--- src/logic/timer_compare_pkg.sv ---
`default_nettype none
// ============================================================
// shared constants of the output-compare section
// ============================================================
package timer_compare_pkg;

  // ==========================================================
  // bus geometry
  // ==========================================================
  localparam int unsigned ADDR_W   = 3;   // register index width
  localparam int unsigned DATA_W   = 8;   // cpu data width
  localparam int unsigned COUNT_W  = 16;  // counter / compare width
  localparam int unsigned HALVES   = 2;   // byte halves of the word
  localparam int unsigned FLAG_W   = 2;   // one flag per half

  // ==========================================================
  // register indices
  // ==========================================================
  localparam logic [2:0] ADDR_CMP_HIGH = 3'h0; // compare_value_high_byte
  localparam logic [2:0] ADDR_CMP_LOW  = 3'h1; // compare_value_low_byte
  localparam logic [2:0] ADDR_CTRL     = 3'h2; // timer_control_register
  localparam logic [2:0] ADDR_STATUS   = 3'h3; // timer_status_register
  localparam logic [2:0] ADDR_IRQ_REQ  = 3'h4; // irq_request_register
  localparam logic [2:0] ADDR_IRQ_EN   = 3'h5; // irq_enable_register

  // ==========================================================
  // field positions
  // ==========================================================
  localparam int unsigned HALF_LOW      = 0; // low half / bit 0 flags
  localparam int unsigned HALF_HIGH     = 1; // high half / bit 1 flags
  localparam int unsigned CTRL_TOL_LOW  = 0; // out_level_low
  localparam int unsigned CTRL_TOL_HIGH = 1; // out_level_high
  localparam int unsigned CTRL_WIDTH    = 4; // width_select_bit

  // ==========================================================
  // reset values and masks
  // ==========================================================
  localparam logic [7:0] CMP_RESET  = 8'hFF; // compare bytes at reset
  localparam logic [7:0] TEMP_RESET = 8'hFF; // temporary byte at reset
  localparam logic [7:0] CTRL_RESET = 8'h00; // 16-bit mode, low levels
  localparam logic [7:0] CTRL_MASK  = 8'h13; // implemented control bits
  localparam logic [7:0] READ_ZERO  = 8'h00; // idle / unmapped read
  localparam logic [1:0] FLAG_RESET = 2'h0;  // flags clear at reset
  localparam logic [1:0] PIN_RESET  = 2'h0;  // pins low at reset

endpackage
`default_nettype wire

--- src/logic/byte_match.sv ---
`timescale 1ns/10ps
`default_nettype none
// ============================================================
// equality of one compare byte against one counter byte
// ============================================================
module byte_match (
  input  wire logic [7:0] compare_in, // stored compare byte
  input  wire logic [7:0] count_in,   // live counter byte
  output logic            equal_out   // high while both agree
);

  // plain comparator; the caller qualifies it with the tick
  always_comb begin
    equal_out = (compare_in == count_in);
  end

endmodule
`default_nettype wire

--- src/logic/timer_output_compare_unit.sv ---
// Design decisions made here: the register addresses and the address-and-strobe port.
`timescale 1ns/10ps
`default_nettype none
// ============================================================
// output-compare section of a 16-bit timer
// ============================================================
module timer_output_compare_unit (
  input  wire logic        clk_in,                   // system clock
  input  wire logic        resetn_in,                // async reset
  input  wire logic [2:0]  addr_in,                  // register index
  input  wire logic [7:0]  wr_data_in,               // write data
  input  wire logic        wr_strobe_in,             // write strobe
  input  wire logic        rd_strobe_in,             // read strobe
  output logic      [7:0]  rd_data_out,              // read data
  input  wire logic [15:0] counter_word_in,          // running counter
  input  wire logic        counter_tick_in,          // counter updated
  output logic             compare_out_high_pin_out, // high toggle pin
  output logic             compare_out_low_pin_out,  // low toggle pin
  output logic             irq_out                   // level interrupt
);

  // ==========================================================
  // state
  // ==========================================================
  logic [1:0][7:0] cmp_r;        // compare bytes, index by half
  logic [1:0][7:0] cmp_nxt;
  logic [7:0]      temp_r;       // temporary byte for word access
  logic [7:0]      temp_nxt;
  logic [7:0]      ctrl_r;       // timer_control_register
  logic [7:0]      ctrl_nxt;
  logic [1:0]      match_flag_r; // timer_status_register flags
  logic [1:0]      match_flag_nxt;
  logic [1:0]      irq_req_r;    // irq_request_register
  logic [1:0]      irq_req_nxt;
  logic [1:0]      irq_en_r;     // irq_enable_register, the mask
  logic [1:0]      irq_en_nxt;
  logic [1:0]      pin_r;        // toggle pins, index by half
  logic [1:0]      pin_nxt;
  logic            irq_r;        // registered interrupt line
  logic            irq_nxt;
  logic [7:0]      rd_data_r;    // registered read answer
  logic [7:0]      rd_data_nxt;

  // ==========================================================
  // decode
  // ==========================================================
  logic       split_mode;  // width_select_bit set: two byte compares
  logic [1:0] byte_equal;  // per-half equality
  logic [1:0] hit;         // qualified match events, one per half
  logic       wr_ctrl;     // write to the control register
  logic       wr_status;   // write-one-to-clear of match flags
  logic       wr_req;      // write-one-to-clear of request flags

  always_comb begin
    split_mode = ctrl_r[timer_compare_pkg::CTRL_WIDTH];
    wr_ctrl    = wr_strobe_in &&
                 (addr_in == timer_compare_pkg::ADDR_CTRL);
    wr_status  = wr_strobe_in &&
                 (addr_in == timer_compare_pkg::ADDR_STATUS);
    wr_req     = wr_strobe_in &&
                 (addr_in == timer_compare_pkg::ADDR_IRQ_REQ);
  end

  // ==========================================================
  // per-half comparators
  // ==========================================================
  // each half compares its stored byte with its counter byte;
  // the word compare is simply both halves equal at once
  genvar h;
  generate
    for (h = 0; h < timer_compare_pkg::HALVES; h = h + 1) begin : g_half
      byte_match u_match (
        .compare_in (cmp_r[h]),
        .count_in   (counter_word_in[h*8 +: 8]),
        .equal_out  (byte_equal[h])
      );
    end
  endgenerate

  // ==========================================================
  // match events
  // ==========================================================
  // a match only counts in the cycle the counter takes a new
  // value, so a counter parked on the compare value does not
  // re-fire every clock
  always_comb begin
    hit = '0;
    if (counter_tick_in) begin
      if (split_mode) begin
        // independent byte compares
        hit[timer_compare_pkg::HALF_HIGH] =
          byte_equal[timer_compare_pkg::HALF_HIGH];
        hit[timer_compare_pkg::HALF_LOW]  =
          byte_equal[timer_compare_pkg::HALF_LOW];
      end else begin
        // whole word must agree; the low half stays silent
        hit[timer_compare_pkg::HALF_HIGH] = &byte_equal;
      end
    end
  end

  // ==========================================================
  // compare bytes, temporary byte, control and mask
  // ==========================================================
  // in word mode the high byte is written first into the
  // temporary byte and lands together with the low byte; a read
  // of the low byte parks the high byte in the temporary byte so
  // that the following high read sees the same word even if
  // software wrote only the low byte in between
  always_comb begin
    cmp_nxt    = cmp_r;
    temp_nxt   = temp_r;
    ctrl_nxt   = ctrl_r;
    irq_en_nxt = irq_en_r;
    if (wr_strobe_in) begin
      case (addr_in)
        timer_compare_pkg::ADDR_CMP_HIGH: begin
          if (split_mode) begin
            // direct 8-bit register
            cmp_nxt[timer_compare_pkg::HALF_HIGH] = wr_data_in;
          end else begin
            // held until the low byte arrives
            temp_nxt = wr_data_in;
          end
        end
        timer_compare_pkg::ADDR_CMP_LOW: begin
          cmp_nxt[timer_compare_pkg::HALF_LOW] = wr_data_in;
          if (!split_mode) begin
            // both bytes change in the same edge
            cmp_nxt[timer_compare_pkg::HALF_HIGH] = temp_r;
          end
        end
        timer_compare_pkg::ADDR_CTRL: begin
          // unused bits are not stored and read as zero
          ctrl_nxt = wr_data_in & timer_compare_pkg::CTRL_MASK;
        end
        timer_compare_pkg::ADDR_IRQ_EN: begin
          irq_en_nxt = wr_data_in[1:0];
        end
        default: begin
          // other indices: nothing stored here
        end
      endcase
    end else if (rd_strobe_in && !split_mode &&
                 (addr_in == timer_compare_pkg::ADDR_CMP_LOW)) begin
      // low read first, high byte snapshotted for the next read
      temp_nxt = cmp_r[timer_compare_pkg::HALF_HIGH];
    end
  end

  always_ff @(posedge clk_in or negedge resetn_in) begin
    if (!resetn_in) begin
      cmp_r    <= {timer_compare_pkg::CMP_RESET,
                   timer_compare_pkg::CMP_RESET};
      temp_r   <= timer_compare_pkg::TEMP_RESET;
      ctrl_r   <= timer_compare_pkg::CTRL_RESET;
      irq_en_r <= timer_compare_pkg::FLAG_RESET;
    end else begin
      cmp_r    <= cmp_nxt;
      temp_r   <= temp_nxt;
      ctrl_r   <= ctrl_nxt;
      irq_en_r <= irq_en_nxt;
    end
  end

  // ==========================================================
  // sticky match and request flags, interrupt line
  // ==========================================================
  // a flag set by a match in the same cycle as software writes
  // one to clear it stays set: the event is never lost
  always_comb begin
    match_flag_nxt = match_flag_r;
    irq_req_nxt    = irq_req_r;
    for (int i = 0; i < timer_compare_pkg::FLAG_W; i++) begin
      // clear by writing one
      if (wr_status && wr_data_in[i]) begin
        match_flag_nxt[i] = 1'b0;
      end
      if (wr_req && wr_data_in[i]) begin
        irq_req_nxt[i] = 1'b0;
      end
      // set wins over clear
      if (hit[i]) begin
        match_flag_nxt[i] = 1'b1;
        irq_req_nxt[i]    = 1'b1;
      end
    end
    // registered from next values so the line rises one edge
    // after the match, together with the flag
    irq_nxt = |(irq_req_nxt & irq_en_nxt);
  end

  always_ff @(posedge clk_in or negedge resetn_in) begin
    if (!resetn_in) begin
      match_flag_r <= timer_compare_pkg::FLAG_RESET;
      irq_req_r    <= timer_compare_pkg::FLAG_RESET;
      irq_r        <= 1'b0;
    end else begin
      match_flag_r <= match_flag_nxt;
      irq_req_r    <= irq_req_nxt;
      irq_r        <= irq_nxt;
    end
  end

  // ==========================================================
  // toggle pins
  // ==========================================================
  // writing the control register loads both pins with their
  // selected levels; later matches invert them. a match in the
  // very cycle of a control write is dropped on purpose, so the
  // level software just chose is what the pin shows
  always_comb begin
    pin_nxt = pin_r;
    if (wr_ctrl) begin
      pin_nxt[timer_compare_pkg::HALF_HIGH] =
        wr_data_in[timer_compare_pkg::CTRL_TOL_HIGH];
      pin_nxt[timer_compare_pkg::HALF_LOW]  =
        wr_data_in[timer_compare_pkg::CTRL_TOL_LOW];
    end else begin
      pin_nxt = pin_r ^ hit;
    end
  end

  always_ff @(posedge clk_in or negedge resetn_in) begin
    if (!resetn_in) begin
      pin_r <= timer_compare_pkg::PIN_RESET;
    end else begin
      pin_r <= pin_nxt;
    end
  end

  // ==========================================================
  // read port
  // ==========================================================
  // answer stands only in the cycle after the strobe; zero at
  // every other time and for indices that hold nothing
  always_comb begin
    rd_data_nxt = timer_compare_pkg::READ_ZERO;
    if (rd_strobe_in) begin
      case (addr_in)
        timer_compare_pkg::ADDR_CMP_HIGH: begin
          if (split_mode) begin
            rd_data_nxt = cmp_r[timer_compare_pkg::HALF_HIGH];
          end else begin
            // word mode: the byte parked by the low read
            rd_data_nxt = temp_r;
          end
        end
        timer_compare_pkg::ADDR_CMP_LOW: begin
          rd_data_nxt = cmp_r[timer_compare_pkg::HALF_LOW];
        end
        timer_compare_pkg::ADDR_CTRL: begin
          rd_data_nxt = ctrl_r;
        end
        timer_compare_pkg::ADDR_STATUS: begin
          rd_data_nxt[1:0] = match_flag_r;
        end
        timer_compare_pkg::ADDR_IRQ_REQ: begin
          rd_data_nxt[1:0] = irq_req_r;
        end
        timer_compare_pkg::ADDR_IRQ_EN: begin
          rd_data_nxt[1:0] = irq_en_r;
        end
        default: begin
          // unmapped: reads as zero
          rd_data_nxt = timer_compare_pkg::READ_ZERO;
        end
      endcase
    end
  end

  always_ff @(posedge clk_in or negedge resetn_in) begin
    if (!resetn_in) begin
      rd_data_r <= timer_compare_pkg::READ_ZERO;
    end else begin
      rd_data_r <= rd_data_nxt;
    end
  end

  // ==========================================================
  // outputs, each straight from a flip-flop
  // ==========================================================
  always_comb begin
    rd_data_out              = rd_data_r;
    compare_out_high_pin_out = pin_r[timer_compare_pkg::HALF_HIGH];
    compare_out_low_pin_out  = pin_r[timer_compare_pkg::HALF_LOW];
    irq_out                  = irq_r;
  end

endmodule
`default_nettype wire

--- config.mk ---
export PLATFORM = sky130hd
export DESIGN_NAME = timer_output_compare_unit
export DESIGN_NICKNAME = d
export VERILOG_FILES = /design/src/logic/timer_compare_pkg.sv /design/src/logic/byte_match.sv /design/src/logic/timer_output_compare_unit.sv
export SDC_FILE = /design/constraint.sdc
export NUM_CORES = 1
export LEC_CHECK = 0
export BUFFER_PORTS_ARGS = -buffer_cell sky130_fd_sc_hd__clkbuf_2
export CORE_AREA = 2 2 72 74
export DETAILED_ROUTE_END_ITERATION = 6
export DIE_AREA = 0 0 74 76
export PLACE_DENSITY = 0.73
export SYNTH_ARGS = -nofsm -noshare
export SYNTH_HDL_FRONTEND = slang
export SYNTH_SLANG_ARGS = --single-unit
--- constraint.sdc ---
create_clock -name clk_in -period 1.3 [get_ports clk_in]
set_input_delay 0.26 -clock clk_in [delete_from_list [all_inputs] [get_ports clk_in]]
set_output_delay 0.26 -clock clk_in [all_outputs]
set_load 0.005 [all_outputs]
==> flow_metrics.tcl, run 1 <==
set metrics [dict create \
    use_met3 0.0476 \
    cp.required_ns 1.48 \
    r2r-start "cmp_r[7]$_DFFE_PN1P_" \
    cap_violations 0 \
    postLayoutCellArea_um2 3090 \
    drive_above_1_share 0.426 \
    netlist.area_leader.share 0.271 \
    fin_crit_sh 1.15 \
    finalHoldViolations 0 \
    avgSynthCellArea_um2 10.2 \
    grt_util_all_layers 0.230 \
    clk_pin_slew_ns 0.09 \
    holdPathStages 2 \
    yosysSeqAreaShare 0.486 \
    finClkSkew_ns 0.00666 \
    synth_top_area_cell "dfstp_2" \
    die_area_um2 5620 \
    dp_hpwl_um 4410 \
    fill_cells 423 \
    synth_flop_cell "dfstp_2" \
    hp-start "wr_data_in[6]" \
    antenna_left 0 \
    r2r_cells 5 \
    power_density_nw_per_um2 1480 \
    cts.sink_count 44 \
    cts_setup_buffers 0 \
    synth_cell_types 38 \
    setup_slack_ns -0.193 \
    initial_core_util 0.474 \
    grt_max_degree 45 \
    cp-end-kind "register" \
    min_path_type "in -> reg" \
    crit_fanout 4 \
    tns_ns -2.19 \
    async_reset_ff_frac 1.00 \
    reg2reg_setup_slack_ns -0.19 \
    multi_input_area_um2 1170 \
    grt_util_met1 0.313 \
    core.rowCount 26 \
    layout_common_cells "clkbuf_2, buf_4, nand2_1" \
    wire_per_inst_um 15.7 \
    dieHeight_um 76 \
    place_ws_ns -0.209 \
    grtUsageMet2 0.372 \
    synth_edf_count 0 \
    portBuffers 42 \
    synth_area_leaders "dfstp_2, dfrtp_1, mux2i_1, xnor2_1, nand2_1" \
    tightest_slew_ns 0.287 \
    fmax_mhz 670 \
    ys_ff_latch 44 \
    start_kind "register" \
    maxSlewViolCount 0 \
    regArea_um2 1130 \
    crit_type "reg -> reg" \
    worst_slew_margin_rel 0.808 \
    hold_end "cmp_r[6]$_DFFE_PN1P_" \
    ios 43 \
    wl_um 5960 \
    diodes 0 \
    status "finished, violations left" \
    gp_congestion 0.843 \
    nets 341 \
    utilization 0.629 \
    core_area_um2 4910 \
    worst_ep_arrival_time_ns 1.67 \
    p_leak_nw 1.43 \
    syn_nets 261 \
    ir_drop_uv 795 \
    ys_warn_count 0 \
    synth_area_um2 2330 \
    drtPass1Iterations 4 \
    first_iter_violations 143 \
    num_vias 1980 \
    die_w_um 74 \
    clk_latency_ns 0.30 \
    layout_commonest_cell "clkbuf_2" \
    fin_crit_ns 1.49 \
    area_delta_synth_final_pct 32.8 \
    placed_area_um2 2900 \
    setup_viol 30 \
    first_global_vias 2036 \
    top_usage_layer "met2" \
    cts-root-buf "clkbuf_8" \
    synthCells 229 \
    grt_pass1_wl_um 9880 \
    r2r_end "pin_r[1]$_DFF_PN0_" \
    numCtsBuffers 5 \
    drc 0 \
    grt-ovfl-total 0 \
    clk_path_buf_depth 2 \
    antenna_found_initial 0 \
    viasPerCell 5.21 \
    htree_levels 2 \
    cts_tree "built" \
    rsz0062_at_grt "true" \
    failed_checks "negative setup slack" \
]
per-layer routing:
layer | vias to the layer above | routed length, um
met5 | - | 0
met4 | 0 | 78
met3 | 11 | 227
met2 | 45 | 2920
met1 | 962 | 2740
li1 | 962 | -
Yosys cell counts, types with 2 or more instances:
library cell,instances
nand2_1,25
dfstp_2,24
nor2_1,24
dfrtp_1,20
xnor2_1,17
a21oi_1,16
mux2i_1,15
o21ai_0,11
buf_2,8
mux2_1,8
nand3_1,8
o22ai_1,8
inv_1,5
mux2_2,4
o21ai_1,4
a22oi_1,3
nand4_1,3
a21o_1,2
buf_4,2
nor2b_1,2
nor3b_1,2
o21a_1,2
kinds of logic (layout without fill, tap and decap cells):
kind of cell | after synthesis | count (layout) | synth area share
AOI/OAI and AO/OA | 51 | 51 | 0.133
and+or+nand+nor | 75 | 75 | 0.162
buffers and inverters | 15 | 96 | 0.0317
muxes | 27 | 27 | 0.123
DFF | 44 | 44 | 0.486
xor gates and xnor gates | 17 | 17 | 0.0640
power by group:
part	internal (mW)	switching, mW
sequential	1.83	0.228
combinational	0.711	0.644
clock	0.679	0.491
total	3.22	1.36
layout make-up:
type / instances / share of cell area
Clock inverter: 1 / 0.00972
Tap cell: 70 / 0.0284
Timing Repair Buffer: 83 / 0.178
Multi-Input combinational cell: 170 / 0.379
Inverter: 5 / 0.00729
Clock buffer: 7 / 0.0312
Sequential cell: 44 / 0.366
repair_timing:
item | 4_1_cts | 5_1_grt
gates resized for setup | 8 | 2
pin swaps | 4 | 5
hold endpoints to repair | 20 | 0
endpoints found under the setup margin | 28 | 30
hold buffers | 1 | 0
how the worst max path moves through the flow:
stage	startpoint	to	slack, ns	cells after the start
after floorplan	cmp_r[7]$_DFFE_PN1P_	pin_r[0]$_DFF_PN0_	-0.04	5
after global placement	cmp_r[14]$_DFFE_PN1P_	pin_r[1]$_DFF_PN0_	-0.17	5
after detailed placement	cmp_r[5]$_DFFE_PN1P_	pin_r[1]$_DFF_PN0_	-0.21	5
after CTS	cmp_r[5]$_DFFE_PN1P_	pin_r[0]$_DFF_PN0_	-0.22	5
after global routing	cmp_r[0]$_DFFE_PN1P_	pin_r[0]$_DFF_PN0_	-0.27	5
final	cmp_r[7]$_DFFE_PN1P_	pin_r[1]$_DFF_PN0_	-0.19	5
through the flow:
stage                     instances  power (mW)  hold slack [ns]
after global placement          371        3.30            0.258
after CTS                       380        4.57            0.210
after floorplan                 229        2.75          -0.0356
after detailed placement        371        3.35            0.264
final                           380        4.58            0.220
after global routing            380        4.84            0.215
critical path: stages, from the launching register on:
cell,delay [ns]
dfstp_2,0.55
xnor2_1,0.11
nand4_1,0.23
o21ai_2,0.25
a21o_1,0.15
a31oi_1,0.08
flip-flops by register name, indices dropped and copies added (netlist names):
register and count:
cmp_r 16, ctrl_r 3, irq_en_r 2, irq_out 1, irq_req_r 2, match_flag_r 2, pin_r 2, rd_data_out 8
temp_r 8
No activity file was read; power rests on OpenSTA's default activity.
==> inputs of run 2 (changes only) <==
--- a/config.mk
+++ b/config.mk
@@ -5,7 +5,7 @@
 export SDC_FILE = /design/constraint.sdc
 export NUM_CORES = 1
 export LEC_CHECK = 0
-export BUFFER_PORTS_ARGS = -buffer_cell sky130_fd_sc_hd__clkbuf_2
+export BUFFER_PORTS_ARGS = -buffer_cell sky130_fd_sc_hd__buf_2
 export CORE_AREA = 2 2 72 74
 export DETAILED_ROUTE_END_ITERATION = 6
 export DIE_AREA = 0 0 74 76
==> run 2 against run 1 <==
  * The run still ends with negative setup slack left
  * First-iteration DRC count is 55% lower
  * Clock skew fell by 0.0023 ns
  * Register-to-register slack improved by 0.04 ns
==> flow_metrics.tcl, run 2 (same netlist as run 1, synthesis figures left out) <==
set metrics [dict create \
    r2r-start "cmp_r[2]$_DFFE_PN1P_" \
    final_cells 381 \
    clk_path_buf_depth 2 \
    nets 342 \
    met1_length_um 2580 \
    grt_util_all_layers 0.234 \
    cts.sink_count 44 \
    core.rowCount 26 \
    cp.required_ns 1.54 \
    crit_start "cmp_r[2]$_DFFE_PN1P_" \
    utilization 0.629 \
    fmax_mhz 686 \
    core_area_um2 4910 \
    finalHoldViolations 0 \
    status "finished, violations left" \
    rsz0062_at_grt "true" \
    dieHeight_um 76 \
    largest_register_ffs 16 \
    crit_fanout 3 \
    antenna_left 0 \
    cp-end-kind "register" \
    portBuffers 42 \
    wl_um 5870 \
    viasPerCell 5.09 \
    maxSlewViolCount 0 \
    layout_common_cells "buf_2, buf_4, nand2_1" \
    clk_pin_slew_ns 0.08 \
    min_path_type "in -> reg" \
    clk_latency_ns 0.30 \
    place_inst 369 \
    wire_per_inst_um 15.4 \
    cts_tree "built" \
    power_density_nw_per_um2 1410 \
    r2r_end "irq_out$_DFF_PN0_" \
    tightest_slew_ns 0.423 \
    grt_max_degree 18 \
    setup_viol 17 \
    r2r_cells 6 \
    cap_violations 0 \
    finClkSkew_ns 0.00437 \
    p_leak_nw 1.41 \
    fin_crit_ns 1.46 \
    hp-start "wr_data_in[6]" \
    die_area_um2 5620 \
    numCtsBuffers 5 \
    drive_above_1_share 0.447 \
    regMostFlops "cmp_r" \
    htree_levels 2 \
    die_w_um 74 \
    crit_type "reg -> reg" \
    num_vias 1940 \
    diodes 0 \
    dp_hpwl_um 4320 \
    first_iter_violations 65 \
    antenna_found_initial 0 \
    initial_core_util 0.474 \
    first_global_vias 2067 \
    drc 0 \
    fill_cells 411 \
    ir_drop_uv 647 \
    failed_checks "negative setup slack" \
    wl_met2_um 2960 \
    place_ws_ns -0.150 \
    layout_commonest_cell "buf_2" \
    drtPass1Iterations 4 \
    grt-ovfl-total 0 \
    worst_ep_arrival_time_ns 1.70 \
    area_delta_synth_final_pct 32.8 \
    ios 43 \
    cts-root-buf "clkbuf_8" \
    crit_end "irq_out$_DFF_PN0_" \
    gp_congestion 0.844 \
    wl_met3_um 198 \
    top_layer "met4" \
    setup_slack_ns -0.158 \
    start_kind "register" \
    reg2reg_setup_slack_ns -0.16 \
    worst_slew_margin_rel 0.718 \
    grt_pass1_wl_um 10000 \
    fin_crit_sh 1.12 \
]
## run 2: critical path, stage by stage (launching register included)
cell     delay, ns
dfstp_2       0.54
xnor2_1       0.12
nand4_1       0.17
nor3_2        0.27
buf_4         0.17
o21ai_2       0.05
nand3_1       0.07
## run 2: layout make-up
type | count | area, um^2 | share of cell area
clock buffer | 8 | 90.1 | 0.0292
inverter | 5 | 18.8 | 0.00608
multi-input combinational | 170 | 1210 | 0.391
sequential | 44 | 1130 | 0.367
tap | 70 | 87.6 | 0.0284
timing repair buffer | 84 | 553 | 0.179
## run 2: layer usage
layer,up-vias,global-route usage
met5,-,0
met4,0,0.0909
met2,44,0.378
met1,917,0.311
met3,16,0.0370
li1,963,-
## run 2: where the power goes
| part | internal, mW | total (mW) | switching (mW) |
|---|---|---|---|
| clock network | 0.434 | 0.912 | 0.478 |
| registers | 1.83 | 2.04 | 0.213 |
| logic | 0.739 | 1.39 | 0.649 |
| total | 3.00 | 4.34 | 1.34 |
## run 2: worst min-delay path by stage
stage / to / depth (start not counted) / slack [ns]
after floorplan: ctrl_r[0]$_DFFE_PN0P_ / 0 / -0.04
after global placement: irq_req_r[1]$_DFF_PN0_ / 1 / 0.22
after detailed placement: irq_req_r[1]$_DFF_PN0_ / 1 / 0.23
after CTS: rd_data_out[1]$_DFF_PN0_ / 2 / 0.21
after global routing: rd_data_out[0]$_DFF_PN0_ / 2 / 0.22
final: cmp_r[6]$_DFFE_PN1P_ / 2 / 0.22
## run 2: metrics by stage
step	power [mW]	cell area, um^2	hold WS [ns]	TNS [ns]
2_1_floorplan	2.75	2330	-0.0356	-0.173
3_3_place_gp	3.28	2890	0.218	-1.46
3_5_place_dp	3.32	2890	0.229	-1.93
4_1_cts	4.29	3040	0.211	-0.937
5_1_grt	4.60	3090	0.222	-2.93
6_report	4.34	3090	0.216	-1.16
## run 2: what timing repair did
action / CTS / global route
setup endpoints to repair: 16 / 25
hold buffers: 1 / 0
hold endpoints to repair: 2 / 0
buffers inserted: 2 / 1
pin swaps: 9 / 5
resized for setup: 10 / 9
